===== config.mk =====
export PLATFORM = sky130hd
export DESIGN_NAME = predicate_compare_ge_unit
export DESIGN_NICKNAME = d
export VERILOG_FILES = /design/src/pred_cmp_pkg.sv /design/src/predicate_compare_ge_unit.sv /design/src/fp32_add_one.sv
export SDC_FILE = /design/constraint.sdc
export NUM_CORES = 1
export LEC_CHECK = 0
export ABC_CLOCK_PERIOD_IN_PS = 3000
export BUFFER_PORTS_ARGS = -buffer_cell sky130_fd_sc_hd__buf_2
export CAP_MARGIN = 10
export CELL_PAD_IN_SITES_DETAIL_PLACEMENT = 1
export CELL_PAD_IN_SITES_GLOBAL_PLACEMENT = 1
export CORE_ASPECT_RATIO = 0.9
export CORE_MARGIN = 4
export CORE_UTILIZATION = 25
export DETAILED_ROUTE_END_ITERATION = 10
export GPL_TIMING_DRIVEN = 0
export HOLD_SLACK_MARGIN = 0.05
export PLACE_DENSITY_LB_ADDON = 0.1
export SLEW_MARGIN = 20
export SYNTH_ARGS = -nofsm -noshare
export SYNTH_HDL_FRONTEND = slang
export SYNTH_SLANG_ARGS = --single-unit

===== constraint.sdc =====
create_clock -name sys_clk -period 3 [get_ports sys_clk]
set_input_delay 0.15 -clock sys_clk [delete_from_list [all_inputs] [get_ports sys_clk]]
set_output_delay 0.15 -clock sys_clk [all_outputs]
set_load 0.01 [all_outputs]

===== src/pred_cmp_pkg.sv =====
// Purpose: shared constants for the greater-or-equal predicate compare unit
// Assumes: operands arrive as 32-bit dwords, doubles split into high and low dwords
// Notes: opcode values are the alu_opcode_field encodings
package pred_cmp_pkg;
    localparam int OPCODE_W = 11;
    localparam logic [OPCODE_W-1:0] OP_UNSIGNED_GE = 11'h01F;
    localparam logic [OPCODE_W-1:0] OP_FLOAT_GE = 11'h022;
    localparam logic [OPCODE_W-1:0] OP_FLOAT_GT = 11'h021;
    localparam logic [OPCODE_W-1:0] OP_FLOAT_GE_PUSH = 11'h02A;
    localparam logic [OPCODE_W-1:0] OP_SIGNED_GE = 11'h044;
    localparam logic [OPCODE_W-1:0] OP_INT_GE_PUSH = 11'h04C;
    localparam logic [OPCODE_W-1:0] OP_DOUBLE_GE = 11'h0C9;

    localparam logic [31:0] FP32_ZERO = 32'h00000000;
    localparam logic [31:0] FP32_ONE = 32'h3F800000;
    localparam logic [31:0] INT_TRUE = 32'h00000000;
    localparam logic [31:0] INT_FALSE = 32'hFFFFFFFF;
    localparam logic [7:0] FP32_BIAS = 8'h7F;
    localparam logic [7:0] FP32_EXP_MAX = 8'hFF;
    localparam logic [10:0] FP64_EXP_MAX = 11'h7FF;
    localparam int ADD_LEAD_BIT = 49;
    localparam int ADD_GUARD = 26;
    localparam int LATENCY = 1;

    // which slot pair carries a double-width operation
    typedef enum logic [1:0] {
        PAIR_LOW = 2'b01,
        PAIR_HIGH = 2'b10
    } pair_t;
endpackage : pred_cmp_pkg


===== src/predicate_compare_ge_unit.sv =====
// Purpose: predicate-setting compares of the greater-or-equal family
// Assumes: one instruction per cycle from the issue logic, result one cycle later
// Notes: denormals count as zero in every float compare
`timescale 1ns/1ps
module predicate_compare_ge_unit
    import pred_cmp_pkg::*;
(
    input wire logic sys_clk,
    input wire logic rst,
    input wire logic issue_valid,
    input wire logic [OPCODE_W-1:0] alu_opcode_field,
    input wire logic pair_high,
    input wire logic [31:0] src0_even,
    input wire logic [31:0] src0_odd,
    input wire logic [31:0] src1_even,
    input wire logic [31:0] src1_odd,
    input wire logic src0_neg,
    input wire logic src0_abs,
    input wire logic src1_neg,
    input wire logic src1_abs,
    output logic result_valid,
    output logic [31:0] dst_even,
    output logic [31:0] dst_odd,
    output logic dst_pair_high,
    output logic predicate_update,
    output logic predicate_execute,
    output logic kill_predicate_update,
    output logic kill_predicate_execute,
    output logic opcode_error
);
    function automatic logic [31:0] apply_mod(input logic [31:0] x, input logic neg, input logic abs_en);
        logic [31:0] r;
        r = x;
        if (abs_en) begin
            r[31] = 1'b0;
        end
        r[31] = r[31] ^ neg;
        return r;
    endfunction : apply_mod

    // ordering key: zeros and denormals collapse to 0, negatives mirror below it
    function automatic logic signed [32:0] key32(input logic [31:0] x);
        if (x[30:23] == 8'h00) begin
            return 33'sd0;
        end
        return x[31] ? -$signed({2'b00, x[30:0]}) : $signed({2'b00, x[30:0]});
    endfunction : key32

    function automatic logic nan32(input logic [31:0] x);
        return (x[30:23] == FP32_EXP_MAX) && (x[22:0] != 23'h000000);
    endfunction : nan32

    function automatic logic signed [64:0] key64(input logic [63:0] x);
        if (x[62:52] == 11'h000) begin
            return 65'sd0;
        end
        return x[63] ? -$signed({2'b00, x[62:0]}) : $signed({2'b00, x[62:0]});
    endfunction : key64

    function automatic logic nan64(input logic [63:0] x);
        return (x[62:52] == FP64_EXP_MAX) && (x[51:0] != 52'h0);
    endfunction : nan64

    logic [31:0] a32;
    logic [31:0] b32;
    logic [63:0] a64;
    logic [63:0] b64;
    logic float_ge;
    logic float_gt;
    logic double_ge;
    logic push_float_ok;
    logic push_int_ok;
    logic [31:0] src0_plus_one;

    assign a32 = apply_mod(src0_even, src0_neg, src0_abs);
    assign b32 = apply_mod(src1_even, src1_neg, src1_abs);
    // modifiers touch only the even slot, which holds the sign and exponent
    assign a64 = {a32, src0_odd};
    assign b64 = {b32, src1_odd};
    assign float_ge = !nan32(a32) && !nan32(b32) && (key32(a32) >= key32(b32));
    assign float_gt = !nan32(a32) && !nan32(b32) && (key32(a32) > key32(b32));
    assign double_ge = !nan64(a64) && !nan64(b64) && (key64(a64) >= key64(b64));
    assign push_float_ok = !nan32(b32) && (key32(b32) >= 33'sd0) && !nan32(a32) && (key32(a32) == 33'sd0);
    assign push_int_ok = !src1_even[31] && !nan32(a32) && (key32(a32) == 33'sd0);

    fp32_add_one u_add_one (
        .operand(a32),
        .sum(src0_plus_one)
    );

    // result datapath, one stage; no output modifier on any path
    always_ff @(posedge sys_clk or posedge rst) begin
        if (rst) begin
            result_valid <= 1'b0;
            dst_even <= FP32_ZERO;
            dst_odd <= FP32_ZERO;
            dst_pair_high <= 1'b0;
            opcode_error <= 1'b0;
        end else begin
            result_valid <= 1'b0;
            opcode_error <= 1'b0;
            if (issue_valid) begin
                result_valid <= 1'b1;
                dst_odd <= FP32_ZERO;
                dst_pair_high <= pair_high;
                unique case (alu_opcode_field)
                    OP_FLOAT_GE: dst_even <= float_ge ? FP32_ZERO : FP32_ONE;
                    OP_FLOAT_GT: dst_even <= float_gt ? FP32_ZERO : FP32_ONE;
                    OP_SIGNED_GE: dst_even <= ($signed(src0_even) >= $signed(src1_even)) ? FP32_ZERO : FP32_ONE;
                    OP_UNSIGNED_GE: dst_even <= (src0_even >= src1_even) ? FP32_ZERO : FP32_ONE;
                    OP_FLOAT_GE_PUSH: dst_even <= push_float_ok ? FP32_ZERO : src0_plus_one;
                    OP_INT_GE_PUSH: dst_even <= push_int_ok ? FP32_ZERO : src0_plus_one;
                    OP_DOUBLE_GE: begin
                        dst_even <= double_ge ? INT_TRUE : INT_FALSE;
                        dst_odd <= double_ge ? INT_TRUE : INT_FALSE;
                    end
                    default: begin
                        result_valid <= 1'b0;
                        opcode_error <= 1'b1;
                    end
                endcase
            end
        end
    end

    // predicate state holds until the next predicate op replaces it
    always_ff @(posedge sys_clk or posedge rst) begin
        if (rst) begin
            predicate_update <= 1'b0;
            predicate_execute <= 1'b0;
        end else begin
            predicate_update <= 1'b0;
            if (issue_valid) begin
                unique case (alu_opcode_field)
                    OP_FLOAT_GE: begin
                        predicate_update <= 1'b1;
                        predicate_execute <= float_ge;
                    end
                    OP_FLOAT_GT: begin
                        predicate_update <= 1'b1;
                        predicate_execute <= float_gt;
                    end
                    OP_FLOAT_GE_PUSH: begin
                        predicate_update <= 1'b1;
                        predicate_execute <= push_float_ok;
                    end
                    OP_INT_GE_PUSH: begin
                        predicate_update <= 1'b1;
                        predicate_execute <= push_int_ok;
                    end
                    OP_DOUBLE_GE: begin
                        predicate_update <= 1'b1;
                        predicate_execute <= double_ge;
                    end
                    default: predicate_update <= 1'b0;
                endcase
            end
        end
    end

    // signed and unsigned integer compares drive the kill predicate instead
    always_ff @(posedge sys_clk or posedge rst) begin
        if (rst) begin
            kill_predicate_update <= 1'b0;
            kill_predicate_execute <= 1'b0;
        end else begin
            kill_predicate_update <= 1'b0;
            if (issue_valid && alu_opcode_field == OP_SIGNED_GE) begin
                kill_predicate_update <= 1'b1;
                kill_predicate_execute <= $signed(src0_even) >= $signed(src1_even);
            end else if (issue_valid && alu_opcode_field == OP_UNSIGNED_GE) begin
                kill_predicate_update <= 1'b1;
                kill_predicate_execute <= src0_even >= src1_even;
            end
        end
    end
endmodule : predicate_compare_ge_unit


===== src/fp32_add_one.sv =====
// Purpose: single-precision src plus 1.0 for the counter push result
// Assumes: round toward zero, denormal inputs and results flushed to zero
// Notes: purely combinational, the caller registers the sum
`timescale 1ns/1ps
module fp32_add_one
    import pred_cmp_pkg::*;
(
    input wire logic [31:0] operand,
    output logic [31:0] sum
);
    always_comb begin
        logic [7:0] e;
        logic [7:0] ebig;
        logic [7:0] d;
        logic [49:0] mbig;
        logic [49:0] msmall;
        logic [50:0] acc;
        logic [50:0] norm;
        logic sbig;
        logic sub;
        int p;
        int ex;
        e = operand[30:23];
        ebig = FP32_BIAS;
        d = 8'h00;
        mbig = '0;
        msmall = '0;
        acc = '0;
        norm = '0;
        sbig = 1'b0;
        sub = 1'b0;
        p = -1;
        ex = 0;
        sum = operand;
        if (e == FP32_EXP_MAX) begin
            // nan stays nan, infinity absorbs the increment
            sum = operand;
        end else if (e == 8'h00) begin
            sum = FP32_ONE;
        end else begin
            if (e >= FP32_BIAS) begin
                ebig = e;
                d = 8'(e - FP32_BIAS);
                mbig = {1'b1, operand[22:0], 26'h0000000};
                msmall = {1'b1, 23'h000000, 26'h0000000} >> d;
                sbig = operand[31];
                sub = operand[31];
            end else begin
                d = 8'(FP32_BIAS - e);
                mbig = {1'b1, 23'h000000, 26'h0000000};
                msmall = {1'b1, operand[22:0], 26'h0000000} >> d;
                sub = operand[31];
            end
            acc = sub ? ({1'b0, mbig} - {1'b0, msmall}) : ({1'b0, mbig} + {1'b0, msmall});
            for (int i = 0; i < 51; i++) begin
                if (acc[i]) begin
                    p = i;
                end
            end
            ex = int'(ebig) + p - ADD_LEAD_BIT;
            norm = acc << (50 - p);
            if (p < 0) begin
                sum = FP32_ZERO;
            end else if (ex >= 255) begin
                sum = {sbig, FP32_EXP_MAX, 23'h000000};
            end else if (ex <= 0) begin
                sum = {sbig, 31'h00000000};
            end else begin
                sum = {sbig, 8'(ex), norm[49:27]};
            end
        end
    end
endmodule : fp32_add_one


==> impl_metrics.json <==
{
  "outcome": "finished with violations",
  "violations": "negative setup slack",
  "antenna_found_initial": 8,
  "yosysSeqAreaShare": 0.0449,
  "setup_viol": 34,
  "synth-seq-cells": 40,
  "clkPwrFrac": 0.029,
  "final_cell_mix": "nor2_1 (350), nand2_1 (291), buf_4 (279)",
  "drive_gt1_frac": 0.310,
  "cts_buffer_depth": 2,
  "slew_viol_final": 0,
  "dieArea_mm2": 0.0941,
  "timing.final.crit_share": 3.41,
  "required_ps": 3160,
  "gr-total-overflow": 0,
  "critPathArrivalTime_ps": 10400,
  "slowest_stage": "a221oi_4",
  "cts_sinks": 40,
  "fmax_ghz": 0.0977,
  "ant_nets": 0,
  "slew_headroom": 0.173,
  "cts_tree": "built",
  "synth_top_area_frac": 0.106,
  "worstMarginPinSlew_ps": 1220,
  "switchingPower_mw": 11.0,
  "min_period_ps": 10240,
  "hold_start": "pair_high",
  "io_buffers": 216,
  "vias": 29300,
  "ys_async_sr_fraction": 1.00,
  "power_density_mw_per_mm2": 592,
  "pwr-share-comb": 0.940,
  "grtUsageTotal": 0.279,
  "cts-root-buf": "clkbuf_16",
  "core_area_mm2": 0.0881,
  "synth_cell_types": 121,
  "cts-htree-levels": 2,
  "seqPwrFrac": 0.031,
  "die-width_um": 323,
  "nNetsFinal": 4114,
  "synth_fp_nets": 3663,
  "syn_inst": 3325,
  "synth.avg_cell_area_um2": 6.71,
  "cpPeakStageDelay_ps": 450,
  "min_path_type": "input port to flop",
  "power_mw": 18.2,
  "crit_path_start_kind": "input port",
  "area_growth_pct": 37.9,
  "rsz0062_at_grt": "yes",
  "cp_max_fo": 8,
  "vias_per_cell": 5.94,
  "intPower_mw": 7.21,
  "synthFlopType": "dfrtp_1",
  "syn_area_mm2": 0.0223,
  "end_kind": "flop",
  "synth_top_cell_by_area": "ha_1",
  "max_cap_viol_count": 0,
  "io_pins": 218,
  "place.gp.congestion": 0.977,
  "switching_share": 0.604,
  "grt_pass1_vias": 29000,
  "setup_ws_ps": -7240,
  "layout_commonest_cell": "nor2_1",
  "clk_pin_slew_ps": 60,
  "p_leak_nw": 12.6,
  "pre_cts_ws_ps": -11360,
  "ir_worst_vdd_mv": 0.431,
  "finalHoldViolCount": 0,
  "chipHeight_um": 291,
  "reg2reg_from": "dst_even[19]",
  "route.detailed.drc": 0,
  "grt_pass1_wl_um": 200000,
  "skew_ps": 0,
  "wl_um": 138000,
  "drt_first_pass_iters": 6,
  "initial_core_util": 0.253,
  "insertion_delay_ps": 280,
  "wire_per_inst_um": 28.0,
  "crit_start": "src0_even[17]",
  "yosys-top-cells-area": "ha_1 (11%), xnor2_1 (7.0%), nor2_1 (6.5%)",
  "drt_iter0_drc": 2688,
  "yosys_warnings": 0,
  "critical_path_class": "input port to flop",
  "row_count": 103,
  "synth-edff-count": 0,
  "dp_hpwl_um": 111000,
  "cts_buffers": 5,
  "grt_max_degree": 34
}
-- critical path, delay by kind of cell --
family | cells | cell delay [ps]
compound gates | 18 | 3570
simple gates | 21 | 3160
buf+inv | 14 | 1830
fa+ha+maj | 4 | 890
xor+xnor | 2 | 470
mux | 1 | 320
-- final cells by class --
type / count / area (um2)
tap: 1155 / 1450
sequential: 40 / 1000
fill: 10900 / 57400
buffer: 224 / 1680
clock inverter: 1 / 5.00
multi-input combinational: 2933 / 22900
antenna: 1 / 2.50
timing repair buffer: 459 / 3100
clock buffer: 6 / 129
inverter: 113 / 477
-- power groups by stage --
stage	clock (mW)	sequential (mW)	combinational [mW]
after floorplan	0	0.571	9.30
after global placement	0	0.567	13.7
after detailed placement	0	0.566	13.6
after CTS	0.531	0.557	15.6
after global routing	0.561	0.558	18.1
final	0.526	0.557	17.1
-- synthesized netlist by cell type, types with 12 or more instances --
library cell / n
a211oi_1: 32
a21o_1: 39
a21oi_1: 244
a221oi_1: 24
a22oi_1: 13
a31oi_1: 62
and2_1: 31
and3_1: 34
buf_1: 12
buf_2: 37
buf_4: 43
clkbuf_1: 140
dfrtp_1: 40
ha_1: 189
inv_1: 106
mux2_2: 27
mux2i_1: 70
mux4_2: 17
nand2_1: 308
nand2b_1: 67
nand3_1: 96
nand4_1: 67
nor2_1: 384
nor2b_1: 65
nor3_1: 116
nor4_1: 49
o211ai_1: 30
o21a_1: 21
o21ai_0: 174
o21ai_1: 16
o221ai_1: 21
o22ai_1: 60
o31ai_1: 43
o32ai_1: 12
o41ai_1: 16
or2_2: 20
or3_1: 44
or4_1: 28
xnor2_1: 177
xor2_1: 79
-- kinds of logic after synthesis --
kind of cell    count (synthesis)  share of synthesized area
fa+ha+maj                     191                      0.108
simple gates                 1382                      0.309
xor+xnor                      257                      0.101
flops                          40                     0.0449
mux                           130                     0.0723
compound gates                973                      0.294
buf+inv                       352                     0.0709
-- routing by layer --
layer,vias to the layer above,GRT usage,routed length [um]
met4,4,0.0604,3850
met1,14600,0.410,66000
met3,220,0.0388,9460
met2,1216,0.431,58900
met5,-,0,20
li1,13300,-,-
-- final timing paths --
path                       cells after the start            end  slack (ps)
setup / recovery                              60    dst_even[3]       -7240
hold / removal                                 2  dst_pair_high         100
setup reg to reg                               3   dst_even[19]        1600
hold reg to reg                                2   dst_even[31]         490
max in group asynchronous                      4   dst_even[15]        2240
min in group asynchronous                      3   dst_even[30]         320
-- registers in the layout, summed over array words and instances (netlist names) --
| signal | flops |
|---|---|
| dst_even | 32 |
| dst_odd | 1 |
| dst_pair_high | 1 |
| kill_predicate_execute | 1 |
| kill_predicate_update | 1 |
| opcode_error | 1 |
| predicate_execute | 1 |
| predicate_update | 1 |
| result_valid | 1 |
-- metrics by stage --
step	util	cell area (um2)	std cells	setup TNS, ps	hold WS, ps
6_report	0.349	30800	4932	-225670	97.1
5_1_grt	0.349	30800	4932	-236730	95.0
4_1_cts	0.337	29700	4870	-221030	95.8
3_5_place_dp	0.288	25400	4698	-354700	86.1
3_3_place_gp	0.287	25300	4696	-360050	387
2_1_floorplan	-	22800	3325	-205880	258
-- what timing repair did --
action                                 4_1_cts  5_1_grt
gates resized for setup                    645      152
gates cloned                                 2        1
setup buffers                              177       67
setup endpoints to repair                   35       35
pin swaps                                  165       99
endpoints found under the hold margin        8        0
hold buffers                                 1        0
(Power assumes the default switching activity.)
